<file path="src/nvm_access_pkg.sv">
// Constants for the sensor resolution and identifier configuration space
package nvm_access_pkg;
    // Register addresses, the first byte of a write transaction
    localparam logic [7:0] ADDR_HUM_RES_READ = 8'h06;
    localparam logic [7:0] ADDR_TEMP_RES_READ = 8'h11;
    localparam logic [7:0] ADDR_ID_UPPER = 8'h1e;
    localparam logic [7:0] ADDR_ID_LOWER = 8'h1f;
    localparam logic [7:0] ADDR_HUM_RES_WRITE = 8'h46;
    localparam logic [7:0] ADDR_TEMP_RES_WRITE = 8'h51;
    // Mode commands
    localparam logic [7:0] CMD_ENTER_PROG = 8'ha0;
    localparam logic [7:0] CMD_LEAVE_PROG = 8'h80;
    localparam logic [7:0] CMD_FILL = 8'h00;
    // Resolution field of a 16-bit configuration register
    localparam int RES_LSB = 10;
    localparam int RES_MSB = 11;
    localparam int REG_WIDTH = 16;
    localparam logic [1:0] RES_8 = 2'h0;
    localparam logic [1:0] RES_10 = 2'h1;
    localparam logic [1:0] RES_12 = 2'h2;
    localparam logic [1:0] RES_14 = 2'h3;
    // Factory contents: resolution field selects 14-bit, other bits arbitrary
    localparam logic [15:0] HUM_RES_RESET = 16'h0c00;
    localparam logic [15:0] TEMP_RES_RESET = 16'h0c00;
    // Identifier value, arbitrary
    localparam logic [31:0] ID_RESET = 32'h1234_5678;
    // Target address on the bus, arbitrary
    localparam logic [6:0] TARGET_ADDR = 7'h44;
    // Timing
    localparam int CLK_MHZ = 50;
    localparam int LOAD_TIME_US = 120;
    localparam int COMMIT_TIME_MS = 14;
    localparam int PROG_WINDOW_MS = 10;
    localparam int LOAD_CYCLES = LOAD_TIME_US * CLK_MHZ;
    localparam int COMMIT_CYCLES = COMMIT_TIME_MS * 1000 * CLK_MHZ;
    localparam int WINDOW_CYCLES = PROG_WINDOW_MS * 1000 * CLK_MHZ;
    localparam int TIMER_WIDTH = 20;
endpackage
</file>
<file path="src/bus_pin_sync.sv">
// Two-flop synchronisers and edge, start and stop detection for the bus pins
`timescale 1ns/1ps
`default_nettype none
module bus_pin_sync (
    // Clock and reset
    input wire logic clk_i,
    input wire logic reset_i,
    // Raw pins
    input wire logic scl_i,
    input wire logic sda_i,
    // Synchronised level and events
    output logic sda_o,
    output logic scl_rise_o,
    output logic scl_fall_o,
    output logic start_o,
    output logic stop_o
);
    logic [1:0] scl_meta;
    logic [1:0] sda_meta;
    logic scl_s;
    logic sda_s;
    logic scl_d;
    logic sda_d;

    always_ff @(posedge clk_i or posedge reset_i) begin
        if (reset_i) begin
            scl_meta <= 2'h3;
            sda_meta <= 2'h3;
            scl_d <= 1'b1;
            sda_d <= 1'b1;
        end else begin
            scl_meta <= {scl_meta[0], scl_i};
            sda_meta <= {sda_meta[0], sda_i};
            scl_d <= scl_s;
            sda_d <= sda_s;
        end
    end

    assign scl_s = scl_meta[1];
    assign sda_s = sda_meta[1];
    assign sda_o = sda_s;
    assign scl_rise_o = scl_s & ~scl_d;
    assign scl_fall_o = ~scl_s & scl_d;
    assign start_o = scl_s & scl_d & sda_d & ~sda_s;
    assign stop_o = scl_s & scl_d & ~sda_d & sda_s;
endmodule
`default_nettype wire

</file>
<file path="src/nvm_access.sv">
// Bus target for the resolution and identifier configuration space
`timescale 1ns/1ps
`default_nettype none
module nvm_access #(
    parameter logic [6:0] TARGET_ADDR = nvm_access_pkg::TARGET_ADDR,
    parameter int LOAD_CYCLES = nvm_access_pkg::LOAD_CYCLES,
    parameter int COMMIT_CYCLES = nvm_access_pkg::COMMIT_CYCLES,
    parameter int WINDOW_CYCLES = nvm_access_pkg::WINDOW_CYCLES
) (
    // Clock and reset
    input wire logic SYS_CLK_I,
    input wire logic RESET_I,
    // Bus pins, open drain data
    input wire logic SCL_I,
    input wire logic SDA_I,
    output logic SDA_O,
    output logic SDA_OE_O,
    // Status and configuration
    output logic PROG_MODE_O,
    output logic BUSY_O,
    output logic [1:0] HUM_RES_O,
    output logic [1:0] TEMP_RES_O,
    output logic [3:0] HUM_BITS_O,
    output logic [3:0] TEMP_BITS_O
);
    typedef enum {ST_IDLE, ST_ADDR, ST_ADDR_ACK, ST_RX, ST_RX_ACK, ST_TX, ST_TX_ACK} bus_state_t;
    typedef enum {ACT_NONE, ACT_LOAD, ACT_COMMIT} action_t;

    localparam int TW = nvm_access_pkg::TIMER_WIDTH;

    function automatic logic [3:0] res_bits(input logic [1:0] field);
        case (field)
            nvm_access_pkg::RES_8: res_bits = 4'h8;
            nvm_access_pkg::RES_10: res_bits = 4'ha;
            nvm_access_pkg::RES_12: res_bits = 4'hc;
            default: res_bits = 4'he;
        endcase
    endfunction

    logic sda_s;
    logic scl_rise;
    logic scl_fall;
    logic start_ev;
    logic stop_ev;
    bus_state_t state;
    action_t action;
    logic [3:0] bit_cnt;
    logic [7:0] shreg;
    logic rw;
    logic master_ack;
    logic [1:0] rx_cnt;
    logic [7:0] rx_byte [3];
    logic [15:0] hum_reg;
    logic [15:0] temp_reg;
    logic [15:0] out_word;
    logic [15:0] pend_word;
    logic [7:0] pend_addr;
    logic tx_half;
    logic prog;
    logic [TW-1:0] busy_cnt;
    logic [TW-1:0] window_cnt;
    logic window_open;
    logic sda_oe;

    bus_pin_sync u_sync (
        .clk_i(SYS_CLK_I),
        .reset_i(RESET_I),
        .scl_i(SCL_I),
        .sda_i(SDA_I),
        .sda_o(sda_s),
        .scl_rise_o(scl_rise),
        .scl_fall_o(scl_fall),
        .start_o(start_ev),
        .stop_o(stop_ev)
    );

    // Decoding of a finished write transaction
    wire busy = (action != ACT_NONE);
    wire addr_match = (shreg[7:1] == TARGET_ADDR) && !busy;
    wire wr_done = stop_ev && !rw && (state != ST_IDLE);
    wire is_enter = (rx_cnt >= 2'd2) && (rx_byte[0] == nvm_access_pkg::CMD_ENTER_PROG) &&
        (rx_byte[1] == nvm_access_pkg::CMD_FILL);
    wire is_leave = (rx_cnt != 2'd0) && (rx_byte[0] == nvm_access_pkg::CMD_LEAVE_PROG);
    wire is_read_addr = (rx_cnt != 2'd0) &&
        ((rx_byte[0] == nvm_access_pkg::ADDR_HUM_RES_READ) ||
         (rx_byte[0] == nvm_access_pkg::ADDR_TEMP_RES_READ) ||
         (rx_byte[0] == nvm_access_pkg::ADDR_ID_UPPER) ||
         (rx_byte[0] == nvm_access_pkg::ADDR_ID_LOWER));
    wire is_write_addr = (rx_cnt == 2'd3) &&
        ((rx_byte[0] == nvm_access_pkg::ADDR_HUM_RES_WRITE) ||
         (rx_byte[0] == nvm_access_pkg::ADDR_TEMP_RES_WRITE));
    wire [7:0] tx_byte = tx_half ? out_word[7:0] : out_word[15:8];
    wire timer_done = busy && (busy_cnt == '0);

    // Word selected by a read address
    logic [15:0] read_word;
    always_comb begin
        case (pend_addr)
            nvm_access_pkg::ADDR_HUM_RES_READ: read_word = hum_reg;
            nvm_access_pkg::ADDR_TEMP_RES_READ: read_word = temp_reg;
            nvm_access_pkg::ADDR_ID_UPPER: read_word = nvm_access_pkg::ID_RESET[31:16];
            nvm_access_pkg::ADDR_ID_LOWER: read_word = nvm_access_pkg::ID_RESET[15:0];
            default: read_word = 16'hffff;
        endcase
    end

    // Power-up window for entering program mode
    always_ff @(posedge SYS_CLK_I or posedge RESET_I) begin
        if (RESET_I) begin
            window_cnt <= '0;
        end else if (window_open) begin
            window_cnt <= window_cnt + 1'b1;
        end
    end
    assign window_open = (window_cnt < TW'(WINDOW_CYCLES));

    // Bus byte engine
    always_ff @(posedge SYS_CLK_I or posedge RESET_I) begin
        if (RESET_I) begin
            state <= ST_IDLE;
            bit_cnt <= 4'h0;
            shreg <= 8'h00;
            rw <= 1'b0;
            master_ack <= 1'b0;
            rx_cnt <= 2'h0;
            rx_byte <= '{default: 8'h00};
            tx_half <= 1'b0;
            sda_oe <= 1'b0;
        end else if (start_ev) begin
            state <= ST_ADDR;
            bit_cnt <= 4'h0;
            rx_cnt <= 2'h0;
            rw <= 1'b0;
            sda_oe <= 1'b0;
        end else if (stop_ev) begin
            state <= ST_IDLE;
            sda_oe <= 1'b0;
        end else if (scl_rise) begin
            case (state)
                ST_ADDR, ST_RX: begin
                    shreg <= {shreg[6:0], sda_s};
                    bit_cnt <= bit_cnt + 4'h1;
                end
                ST_TX: bit_cnt <= bit_cnt + 4'h1;
                ST_TX_ACK: master_ack <= ~sda_s;
                default: ;
            endcase
        end else if (scl_fall) begin
            case (state)
                ST_ADDR: begin
                    if (bit_cnt == 4'h8) begin
                        if (addr_match) begin
                            state <= ST_ADDR_ACK;
                            rw <= shreg[0];
                            sda_oe <= 1'b1;
                        end else begin
                            state <= ST_IDLE;
                        end
                    end
                end
                ST_ADDR_ACK: begin
                    bit_cnt <= 4'h0;
                    if (rw) begin
                        state <= ST_TX;
                        tx_half <= 1'b0;
                        shreg <= out_word[15:8];
                        sda_oe <= ~out_word[15];
                    end else begin
                        state <= ST_RX;
                        sda_oe <= 1'b0;
                    end
                end
                ST_RX: begin
                    if (bit_cnt == 4'h8) begin
                        state <= ST_RX_ACK;
                        sda_oe <= 1'b1;
                        if (rx_cnt != 2'h3) begin
                            rx_byte[rx_cnt] <= shreg;
                            rx_cnt <= rx_cnt + 2'h1;
                        end
                    end
                end
                ST_RX_ACK: begin
                    state <= ST_RX;
                    bit_cnt <= 4'h0;
                    sda_oe <= 1'b0;
                end
                ST_TX: begin
                    if (bit_cnt == 4'h8) begin
                        state <= ST_TX_ACK;
                        sda_oe <= 1'b0;
                        tx_half <= ~tx_half;
                    end else begin
                        shreg <= {shreg[6:0], 1'b1};
                        sda_oe <= ~shreg[6];
                    end
                end
                ST_TX_ACK: begin
                    if (master_ack) begin
                        state <= ST_TX;
                        bit_cnt <= 4'h0;
                        shreg <= tx_byte;
                        sda_oe <= ~tx_byte[7];
                    end else begin
                        state <= ST_IDLE;
                    end
                end
                default: state <= ST_IDLE;
            endcase
        end
    end

    // Mode, load and commit sequencing
    always_ff @(posedge SYS_CLK_I or posedge RESET_I) begin
        if (RESET_I) begin
            prog <= 1'b0;
            action <= ACT_NONE;
            busy_cnt <= '0;
            pend_addr <= 8'h00;
            pend_word <= 16'h0000;
            out_word <= 16'hffff;
            hum_reg <= nvm_access_pkg::HUM_RES_RESET;
            temp_reg <= nvm_access_pkg::TEMP_RES_RESET;
        end else if (busy) begin
            busy_cnt <= busy_cnt - 1'b1;
            if (timer_done) begin
                action <= ACT_NONE;
                if (action == ACT_LOAD) begin
                    out_word <= read_word;
                end else if (pend_addr == nvm_access_pkg::ADDR_HUM_RES_WRITE) begin
                    hum_reg <= pend_word;
                end else begin
                    temp_reg <= pend_word;
                end
            end
        end else if (wr_done) begin
            if (is_enter && window_open && !prog) begin
                prog <= 1'b1;
                action <= ACT_LOAD;
                busy_cnt <= TW'(LOAD_CYCLES - 1);
                pend_addr <= 8'h00;
            end else if (is_leave && prog) begin
                prog <= 1'b0;
            end else if (is_read_addr && prog) begin
                action <= ACT_LOAD;
                busy_cnt <= TW'(LOAD_CYCLES - 1);
                pend_addr <= rx_byte[0];
            end else if (is_write_addr && prog) begin
                action <= ACT_COMMIT;
                busy_cnt <= TW'(COMMIT_CYCLES - 1);
                pend_addr <= rx_byte[0];
                pend_word <= {rx_byte[1], rx_byte[2]};
            end
        end
    end

    assign SDA_O = 1'b0;
    assign SDA_OE_O = sda_oe;
    assign PROG_MODE_O = prog;
    assign BUSY_O = busy;
    assign HUM_RES_O = hum_reg[nvm_access_pkg::RES_MSB:nvm_access_pkg::RES_LSB];
    assign TEMP_RES_O = temp_reg[nvm_access_pkg::RES_MSB:nvm_access_pkg::RES_LSB];
    assign HUM_BITS_O = res_bits(HUM_RES_O);
    assign TEMP_BITS_O = res_bits(TEMP_RES_O);
endmodule
`default_nettype wire

</file>
<file path="config.mk">
export PLATFORM = sky130hd
export DESIGN_NAME = nvm_access
export DESIGN_NICKNAME = d
export VERILOG_FILES = /design/src/nvm_access_pkg.sv /design/src/bus_pin_sync.sv /design/src/nvm_access.sv
export SDC_FILE = /design/constraint.sdc
export NUM_CORES = 1
export LEC_CHECK = 0
export ABC_AREA = 1
export BUFFER_PORTS_ARGS = -buffer_cell sky130_fd_sc_hd__buf_2
export CORE_MARGIN = 2
export CORE_UTILIZATION = 40
export DETAILED_ROUTE_END_ITERATION = 10
export GPL_TIMING_DRIVEN = 0
export HOLD_SLACK_MARGIN = 0.06
export PLACE_DENSITY = 0.61
export SETUP_SLACK_MARGIN = 0.05
export SYNTH_ARGS = -nofsm -noshare
export SYNTH_HDL_FRONTEND = slang
export SYNTH_HIERARCHICAL = 1
export SYNTH_SLANG_ARGS = --single-unit
export TNS_END_PERCENT = 20
</file>
<file path="constraint.sdc">
create_clock -name SYS_CLK_I -period 6.4 [get_ports SYS_CLK_I]
set_input_delay 0.96 -clock SYS_CLK_I [delete_from_list [all_inputs] [get_ports SYS_CLK_I]]
set_output_delay 0.96 -clock SYS_CLK_I [all_outputs]
set_load 0.03 [all_outputs]
</file>
### Yosys cells after proc, flatten, opt, wreduce, memory -nomap -nowiden

Cells that the tools add are included.

* flip-flop bits (word level): 225
* input port bits: 4
* output and inout bits: 16
* word-level logic and storage cells: 249

* bitwise gates (word level): 25
* reductions and logical operators: 66
* eq/ne operators: 47
* muxes and demuxes: 79
* add/subtract/negate cells: 4
* magnitude comparators: 4

Operators by type and width (count)
* two-way mux 32 bit: 14
* one-hot mux 32 bit (6 select lines): 1
* two-way mux 20 bit: 6
* == test 32 x 2 -> 1 bit, second input constant: 3
* == test 32 x 3 -> 1 bit, second input constant: 3
* two-way mux 8 bit: 12
* one-hot mux 16 bit (4 select lines): 1
* nonzero test 32 bit: 2
* == test 8 x 5 -> 1 bit, second input constant: 6
* == test 32 x 1 -> 1 bit, second input constant: 1
* bitwise mux 24 bit: 1
* == test 8 x 7 -> 1 bit, second input constant: 3
* two-way mux 4 bit: 6
* inequality test 4 bit, second input constant: 6
* one-hot mux 8 bit (3 select lines): 1
* nonzero test 2 bit: 11
* two-way mux 1 bit: 21
* AND reduction 7 bit: 3
* adder 20 x 1 -> 20 bit, second input constant: 1
* logical NOT 20 bit: 1
* < comparator 20 x 19 -> 1 bit, second input constant: 1
* AND reduction 4 bit: 5
* subtractor 20 x 1 -> 20 bit, second input constant: 1
* one-hot mux 3 bit (3 select lines): 2
* other kinds (39): 113

### Logic depth before layout (Yosys ltp)

Gate-level depths: netlist of run 1.

* depth after elaboration: 11
* mapped depth: 12
* depth with buffers taken out: 12

### By module

Netlist of run 1, hierarchy kept.

By module, submodules not included
* nvm_access: seq. area each 4028.9 µm², cells an instance 1057, instances 1, area each 8351.8 µm²
* bus_pin_sync: seq. area each 157.7 µm², cells an instance 18, instances 1, area each 202.7 µm²

### Least setup slack after synthesis of run 1

No wires, ideal clock.

* kind: register to output
* start point: register action[1]
* end point: output BUSY_O
* slack: 4.414 ns
* data arrival time: 1.026 ns
* stages on the path, launching flop included: 4
* path buffers: 1
* required time: 5.440 ns
* path through: dfrtp_1 > nor2_1 > inv_1 > clkbuf_1

* longest elaborated chain between the ends: 1

Ends and longest elaborated chain
* start: declaration: line nvm_access.sv:46 `action_t action;`
* start signal: assignment: line nvm_access.sv:217 `action <= ACT_NONE;`
* start signal: assignment: line nvm_access.sv:227 `action <= ACT_NONE;`
* start signal: assignment: line nvm_access.sv:239 `action <= ACT_LOAD;`
* nonzero test 32 bit: line nvm_access.sv:78 `wire busy = (action != ACT_NONE);`
* end: declaration: line nvm_access.sv:20 `output logic BUSY_O,`

Every way passes these cells.

### Final worst setup path of run 1

Ends and elaborated chain as after synthesis.

==> results_dict.tcl, run 1 <==
set metrics [dict create \
    nets 1125 \
    drv_slew 0 \
    holdPathStages 0 \
    gp_congestion 0.888 \
    leakage_nw 4.64 \
    ys_top_cells_by_count "279 x nand2_1, 140 x dfrtp_1, 124 x nor2_1" \
    hpwl_um 14600 \
    wl_met3_um 670 \
    grt_pass1_vias 6568 \
    antenna_found_initial 0 \
    hold_buffers 0 \
    cts_made_buffers 17 \
    tritoncts "yes" \
    hold_viol 0 \
    largest_reg_flops 24 \
    start_util_pct 40.7 \
    port_buffers 14 \
    highest_layer "met4" \
    wl_met1_um 9960 \
    timing.rr.start "u_sync/scl_meta[1]$_DFF_PP1_" \
    synth.avg_cell_area_um2 7.96 \
    fin_setup_tns_ps 0 \
    seqCellArea_mm2 0.00419 \
    clock_skew_ps 14.5 \
    drt_iter0_markers 507 \
    fin_crit_ps 2780 \
    num_vias 6914 \
    slew_headroom_pct 62.1 \
    io-pin-count 20 \
    cpMaxStageDelayCell "dfrtp_1" \
    die_area_mm2 0.0226 \
    cp_num_buf_inv 3 \
    largest_register "rx_byte" \
    vdd_ir_drop_max_mv 0.183 \
    fillers 2079 \
    die_w_um 150 \
    ys.flop_type "dfrtp_1" \
    finalWirelength_um 20000 \
    powerDensity_mw_per_mm2 229 \
    cap_viol_max_count 0 \
    r2r_slack_ps 4030 \
    synth_seq_cells 166 \
    clk_pin_slew_ps 70 \
    fmax_ghz 0.360 \
    dr.pass1.iters 6 \
    rsz0062_at_grt "no" \
    drive_above_1_share_pct 13.7 \
    multi_input_area_mm2 0.00367 \
    yosysTopAreaCell "dfrtp_1" \
    drc 0 \
    insertion_delay_ps 440 \
    wl_per_cell_um 14.3 \
    cts_setup_buffers 0 \
    setup_viol 0 \
    min_to "u_sync/sda_meta[1]$_DFF_PP1_" \
    reg2reg_to "pend_word[2]$_DFFE_PP0P_" \
    cts_resized 0 \
    coreArea_mm2 0.0210 \
    wl_met2_um 9110 \
    cp-end-kind "output port" \
    postSynthCellCount 1075 \
    hold_start "u_sync/sda_meta[0]$_DFF_PP1_" \
    postRouteAntennaNets 0 \
    tightestPinTransition_ps 569 \
    yosysTopAreaCellShare_pct 41.0 \
    diodes 0 \
    htreeDepth 4 \
    crit_type "flip-flop to output port" \
    clkSinkCount 166 \
    synth-edff-count 0 \
    die_h_um 150 \
    path_max_fanout 10 \
    cts-root-buf "clkbuf_16" \
    yosysMostFrequentCell "nand2_1" \
    grt.total_usage_pct 19.2 \
    cp.arrival_ps 1820 \
    crit_chain "nor2_1 > inv_1 > clkbuf_1 > buf_2" \
    required_ps 5440 \
    synth.area.top_cells "dfrtp_1 41%, nand2_1 12%, dfstp_2 8.0%" \
    grt_max_degree 115 \
    row_count 53 \
    synth.distinct_cells 42 \
    grt_pass1_wl_um 33900 \
    area_growth_pct 12.2 \
    status "completed" \
    yosysSeqAreaShare_pct 48.9 \
    largest_registers "rx_byte (24), busy_cnt (20), window_cnt (20)" \
    hold_class "flip-flop to flip-flop" \
    yosysWarningCount 6 \
    finalCritPeriodShare_pct 43.4 \
    power.total_mw 2.20 \
    slowest_delay_ps 440 \
    cts_buffer_depth 2 \
    grt_overflow_total 0 \
    crit_family "buffers and inverters" \
    async_flop_share_pct 100 \
    r2r_cells 10 \
    netlist_area_mm2 0.00855 \
    viasPerCell 4.94 \
    cp-start-kind "flip-flop" \
]
[worst register-to-register path: stages, from the launching register on]
cell and delay, ps:
dfstp_2 560, nand2_1 70, nor2_1 240, inv_1 120, nor3_1 320, nand2_1 170
inv_1 120, nand4_2 210, buf_4 270, nor2_1 130, a21oi_1 60
[final cells by class]
class,count,area share (%)
tap,275,3.59
clock buffer,17,4.43
timing repair buffer,15,1.02
buffer,44,2.92
inverter,115,4.58
clock inverter,15,1.62
sequential,166,43.6
multi-input combinational,753,38.2
[power by group]
part | internal [mW] | leakage [nW] | total, mW | switching (mW)
registers | 1.07 | 2.20 | 1.08 | 0.0149
clock network | 0.522 | 0.281 | 1.01 | 0.487
logic | 0.0278 | 2.16 | 0.107 | 0.0797
total | 1.62 | 4.64 | 2.20 | 0.581
[through the flow]
| step | instance area, um2 | util (%) | hold slack, ps | setup slack, ps | instances |
|---|---|---|---|---|---|
| after floorplan | 8570 | - | 345 | 1150 | 1078 |
| after global placement | 8980 | 42.7 | 346 | -947 | 1367 |
| after detailed placement | 9010 | 42.9 | 347 | 3970 | 1368 |
| after CTS | 9600 | 45.6 | 361 | 3620 | 1400 |
| after global routing | 9600 | 45.6 | 363 | 3460 | 1400 |
| final | 9600 | 45.6 | 359 | 3620 | 1400 |
[cells by family (layout without fill, tap and decap cells)]
group           count (synthesis)  in the layout  synth area share [%]
flops                         166            166                  48.9
simple gates                  560            560                  28.4
xor+xnor                       26             26                  2.66
buf+inv                       159            206                  8.32
compound gates                153            153                  10.2
fa+ha+maj                       9              9                  1.32
other cells                     2              5                0.0878
[how the worst max path moves through the flow]
| stage | slack (ps) | from | endpoint | cells after the start |
|---|---|---|---|---|
| floorplan | 1150 | RESET_I | PROG_MODE_O$_DFFE_PP0P_ | 1 |
| global placement | -950 | RESET_I | busy_cnt[2]$_DFFE_PP0P_ | 2 |
| detailed placement | 3970 | u_sync/scl_meta[1]$_DFF_PP1_ | pend_word[2]$_DFFE_PP0P_ | 10 |
| CTS | 3620 | action[1]$_DFFE_PP0P_ | BUSY_O | 4 |
| global route | 3460 | action[1]$_DFFE_PP0P_ | BUSY_O | 4 |
| finish | 3620 | action[1]$_DFFE_PP0P_ | BUSY_O | 4 |
[cells in the final DEF, fill, tap and decap left out, drive strengths merged, types with 4 or more instances in the layout]
master | Yosys | routed
clkinv | 0 | 4
nand4 | 22 | 22
o21ai | 92 | 92
dfrtp | 140 | 140
nor2 | 128 | 128
inv | 115 | 124
conb | 2 | 5
dfstp | 26 | 26
a21oi | 49 | 49
nor4 | 5 | 5
clkbuf | 9 | 26
nand3 | 87 | 87
buf | 35 | 50
ha | 9 | 9
nor3 | 27 | 27
nand2 | 286 | 286
xnor2 | 6 | 6
xor2 | 20 | 20
[per-layer routing]
metal  up-vias  global-route usage [%]
met5         -                       0
met4         0                    5.28
met3        21                    3.48
met2       118                    30.2
met1      3248                    27.4
li1       3527                       -
(Power assumes the default switching activity.)
==> inputs of run 2 (changes only) <==
ABC_AREA = 0   (was 1)
PLACE_DENSITY = 0.63   (was 0.61)
clock period = 2.45 ns   (was 6.4 ns; I/O delays follow)
==> results_dict.tcl, run 2 <==
set metrics [dict create \
    port_buffers 14 \
    violations "setup timing" \
    wl_met2_um 8900 \
    yosysMostFrequentCell "dfrtp_1" \
    finalCritPeriodShare_pct 100 \
    synth.distinct_cells 69 \
    yosysTopAreaCell "dfrtp_1" \
    dr.pass1.iters 5 \
    status "finished, violations left" \
    drv_slew 0 \
    leakage_nw 4.49 \
    grt_overflow_total 0 \
    required_ps 2770 \
    nets 818 \
    powerDensity_mw_per_mm2 602 \
    synth-adder-area-share_pct 1.40 \
    fin_setup_tns_ps -14.3 \
    postRouteAntennaNets 0 \
    crit_type "flip-flop to flip-flop" \
    path_max_fanout 10 \
    netlist_area_mm2 0.00802 \
    grt_pass1_wl_um 30000 \
    synth_seq_cells 166 \
    rsz0062_at_grt "yes" \
    largest_register "rx_byte" \
    grt_max_degree 42 \
    yosysWarningCount 6 \
    hold_viol 0 \
    die_w_um 146 \
    wl_met1_um 8820 \
    ys.flop_type "dfrtp_1" \
    highest_layer "met4" \
    dp.cells 1022 \
    final_common_cell "dfrtp_1" \
    cts_made_buffers 17 \
    fin_ws_ps -7.08 \
    synth_top_family_by_area "simple AND/OR/NAND/NOR gates" \
    num_vias 5843 \
    drive_above_1_share_pct 31.7 \
    ys_top_cells_by_count "140 x dfrtp_1, 68 x mux2_2, 57 x nor2_1" \
    yosysSeqAreaShare_pct 52.2 \
    cts-root-buf "clkbuf_16" \
    clock_skew_ps 11.7 \
    drt_iter0_markers 414 \
    synth.avg_cell_area_um2 10.9 \
    wl_met3_um 542 \
    largest_reg_flops 24 \
    final_cell_count_no_fill 1083 \
    tightestPinTransition_ps 629 \
    coreArea_mm2 0.0196 \
    final_cell_mix "135 x dfrtp_1, 68 x mux2_2, 54 x nor2_1, 44 x nand2_1, 41 x a21oi_1" \
    tritoncts "yes" \
    slew_headroom_pct 58.0 \
    fillers 1714 \
    cp.arrival_ps 2770 \
    hold_class "flip-flop to flip-flop" \
    die_area_mm2 0.0212 \
    diodes 0 \
    cts_buffer_depth 2 \
    vdd_ir_drop_max_mv 0.458 \
    grt_pass1_vias 5539 \
    synthMuxAreaShare_pct 11.9 \
    drc 0 \
    htreeDepth 4 \
    finalWirelength_um 18500 \
    start_util_pct 41.0 \
    die_h_um 146 \
    clkSinkCount 166 \
    cp-start-kind "flip-flop" \
    wl_per_cell_um 17.0 \
    synth-simple-area-share_pct 16.4 \
    yosysTopAreaCellShare_pct 43.7 \
    gp_congestion 0.846 \
    synth-edff-count 0 \
    hpwl_um 12400 \
    row_count 51 \
    io-pin-count 20 \
    async_flop_share_pct 100 \
    synth.area.top_cells "dfrtp_1 44%, mux2_2 9.5%, dfstp_2 8.5%" \
    cap_viol_max_count 0 \
    area_growth_pct 21.6 \
    largest_registers "rx_byte (24), busy_cnt (20), window_cnt (20)" \
    antenna_found_initial 0 \
    setup_viol 4 \
    fin_crit_ps 2460 \
    insertion_delay_ps 430 \
    postSynthCellCount 736 \
    grt.total_usage_pct 17.8 \
    power.total_mw 5.87 \
    synth_xor_area_share_pct 1.97 \
    fmax_ghz 0.407 \
    synth_compound_area_share_pct 12.5 \
    cp-end-kind "flip-flop" \
    clk_pin_slew_ps 70 \
    viasPerCell 5.40 \
]
[run 2: cell families (layout without fill, tap and decap cells)]
family                   count (synthesis)  count (layout)
multiplexers                            82              82
XOR/XNOR                                18              18
other                                    2               5
AND/OR/NAND/NOR                        239             239
buffers and inverters                   63             142
adder cells (fa/ha/maj)                  9               9
flip-flops                             166             166
AO/OA/AOI/OAI                          157             157
[run 2: path summary, 6_finish.rpt]
kind	from	cells past startpoint	slack, ps	to
worst max-delay path	busy_cnt[6]$_DFFE_PP0P_	7	-7	hum_reg[7]$_DFFE_PP0P_
worst min-delay path	u_sync/sda_meta[0]$_DFF_PP1_	0	360	u_sync/sda_meta[1]$_DFF_PP1_
worst max register to register	busy_cnt[6]$_DFFE_PP0P_	7	-7	hum_reg[7]$_DFFE_PP0P_
worst min register to register	u_sync/sda_meta[0]$_DFF_PP1_	0	360	u_sync/sda_meta[1]$_DFF_PP1_
max in group asynchronous	RESET_I	5	930	out_word[2]$_DFFE_PP1P_
min in group asynchronous	RESET_I	3	570	window_cnt[14]$_DFFE_PP0N_
[run 2: report_power, final]
part	switching [mW]	leakage (nW)	internal (mW)
Combinational	0.173	1.98	0.0714
Clock	1.18	0.302	1.67
Sequential	0.0191	2.20	2.76
Total	1.37	4.49	4.50
[run 2: stage by stage]
stage               utilization (%)  instance area, um2  hold WS, ps  worst slack, ps
finish                         49.8                9760          357            -7.08
global route                   49.8                9760          360            -90.1
CTS                            48.7                9540          358             22.1
detailed placement             43.5                8530          349             -646
global placement               43.1                8440          346            -1030
floorplan                         -                8040          345            -85.8
[run 2: final cells by class]
| type | instances | area (um2) | share of cell area, % |
|---|---|---|---|
| Sequential cell | 166 | 4190 | 43.0 |
| Clock buffer | 19 | 443 | 4.54 |
| Clock inverter | 13 | 190 | 1.95 |
| Multi-Input combinational cell | 510 | 3850 | 39.5 |
| Inverter | 22 | 86.3 | 0.885 |
| Buffer | 40 | 259 | 2.65 |
| Timing Repair Buffer | 48 | 398 | 4.08 |
| Tap cell | 265 | 332 | 3.40 |
[run 2: timing repair]
| item | CTS | global route |
|---|---|---|
| hold endpoints to repair | 28 | 0 |
| cloned | 1 | 0 |
| pin swaps | 10 | 20 |
| endpoints found under the setup margin | 126 | 97 |
| hold buffers | 3 | 0 |
| gates resized for setup | 63 | 39 |
| setup buffers | 10 | 16 |
[run 2: layer usage]
layer / up-vias / track usage (%)
li1: 2791 / -
met1: 2934 / 24.9
met2: 98 / 28.1
met3: 20 / 3.76
met4: 0 / 5.00
met5: - / 0
[run 2: critical path, cell delays in order, from the launching register on]
cell and delay (ps):
dfrtp_1 420, or3_4 410, or4_4 500, nor4_4 160, buf_4 200, nand4_4 150, buf_12 200, mux2_4 290
==> inputs of run 3 (changes only) <==
SETUP_SLACK_MARGIN = 0.2   (was 0.05)
==> results_dict.tcl, run 3 (synthesis gave the netlist of run 2 again) <==
set metrics [dict create \
    insertion_delay_ps 440 \
    clk_pin_slew_ps 70 \
    cp-start-kind "flip-flop" \
    powerDensity_mw_per_mm2 573 \
    tritoncts "yes" \
    nets 825 \
    largest_reg_flops 24 \
    fmax_ghz 0.396 \
    clock_skew_ps 11.2 \
    r2r_cells 7 \
    grt.total_usage_pct 18.6 \
    grt_pass1_vias 5867 \
    gp_congestion 0.841 \
    status "finished, violations left" \
    cp.arrival_ps 2840 \
    largest_registers "rx_byte (24), busy_cnt (20), window_cnt (20)" \
    r2r_slack_ps -80 \
    fin_ws_ps -75.4 \
    grt_max_degree 42 \
    cts-root-buf "clkbuf_16" \
    timing.rr.start "busy_cnt[6]$_DFFE_PP0P_" \
    fin_setup_tns_ps -797 \
    rsz0062_at_grt "yes" \
    wl_per_cell_um 17.7 \
    hpwl_um 12500 \
    dr.pass1.iters 5 \
    cap_viol_max_count 0 \
    finalWirelength_um 19300 \
    final_cell_mix "132 x dfrtp_1, 55 x mux2_2, 53 x nor2_1, 44 x nand2_1, 41 x a21oi_1" \
    crit_start "busy_cnt[6]$_DFFE_PP0P_" \
    setup_viol 21 \
    num_vias 5895 \
    cts_buffer_depth 2 \
    dp.cells 1022 \
    htreeDepth 4 \
    cp-end-kind "flip-flop" \
    row_count 51 \
    leakage_nw 4.62 \
    cts_made_buffers 17 \
    crit_type "flip-flop to flip-flop" \
    finalCritPeriodShare_pct 103 \
    slew_headroom_pct 47.4 \
    die_area_mm2 0.0212 \
    antenna_found_initial 0 \
    coreArea_mm2 0.0196 \
    violations "setup timing" \
    grt_overflow_total 0 \
    die_h_um 146 \
    final_common_cell "dfrtp_1" \
    drt_iter0_markers 435 \
    vdd_ir_drop_max_mv 0.511 \
    hold_class "input port to async pin" \
    clkSinkCount 166 \
    grt_pass1_wl_um 31500 \
    area_growth_pct 25.0 \
    tightestPinTransition_ps 788 \
    fin_crit_ps 2530 \
    reg2reg_to "hum_reg[8]$_DFFE_PP0P_" \
    drive_above_1_share_pct 35.2 \
    postRouteAntennaNets 0 \
    drc 0 \
    diodes 0 \
    start_util_pct 41.0 \
    required_ps 2760 \
    largest_register "rx_byte" \
    hold_viol 0 \
    io-pin-count 20 \
    viasPerCell 5.41 \
    final_cell_count_no_fill 1090 \
    port_buffers 14 \
    drv_slew 0 \
    die_w_um 146 \
    path_max_fanout 10 \
]
## run 3: routing by layer
metal,GRT usage [%],vias up,routed length [um]
li1,-,2800,-
met1,25.9,2941,9120
met2,29.2,124,9100
met3,3.32,30,656
met4,6.67,0,421
met5,0,-,0
## run 3: what timing repair did
item,4_1_cts,5_1_grt
endpoints found under the hold margin,2,0
gates resized for setup,103,70
endpoints found under the setup margin,130,126
buffers inserted,24,8
hold buffers,2,0
gates cloned,2,0
pin swaps,26,31
## run 3: worst max-delay path by stage
| stage | end | slack (ps) | cells after the start |
|---|---|---|---|
| 2_1_floorplan | PROG_MODE_O$_DFFE_PP0P_ | 70 | 1 |
| 3_3_place_gp | rx_byte[4]$_DFFE_PP0P_ | -1050 | 2 |
| 3_5_place_dp | out_word[14]$_DFFE_PP1P_ | -610 | 6 |
| 4_1_cts | hum_reg[1]$_DFFE_PP0P_ | -50 | 7 |
| 5_1_grt | hum_reg[8]$_DFFE_PP0P_ | -120 | 7 |
| 6_report | hum_reg[8]$_DFFE_PP0P_ | -80 | 7 |
## run 3: layout make-up
type / instances / area [um2]
Sequential cell: 166 / 4200
Clock buffer: 19 / 433
Clock inverter: 13 / 148
Timing Repair Buffer: 54 / 452
Fill cell: 1687 / 9560
Buffer: 41 / 324
Multi-Input combinational cell: 510 / 4060
Tap cell: 265 / 332
Inverter: 22 / 86.3
## run 3: metrics by stage
step                      hold slack, ps  total power, mW  util [%]  cell area, um2  worst slack (ps)
after floorplan                      345             2.98         -            8040              70.0
after global placement               347             3.05      43.1            8450             -1050
after detailed placement             347             3.06      43.5            8530              -609
after CTS                           76.0             5.77      49.8            9760             -52.8
after global routing                 109             5.93      51.2           10000              -118
final                               76.5             5.74      51.2           10000             -75.4
## run 3: worst max-delay path, stage by stage, from the launching register on
cell and delay, ps:
dfrtp_2 440, or3_4 400, or4_4 480, nor4_4 240, buf_4 200, nand4_4 150, buf_12 200, mux2_4 300
## run 3: report_power, final
group | switching [mW] | internal (mW) | total [mW]
combinational | 0.184 | 0.0748 | 0.259
sequential | 0.0202 | 2.76 | 2.79
clock | 1.18 | 1.52 | 2.70
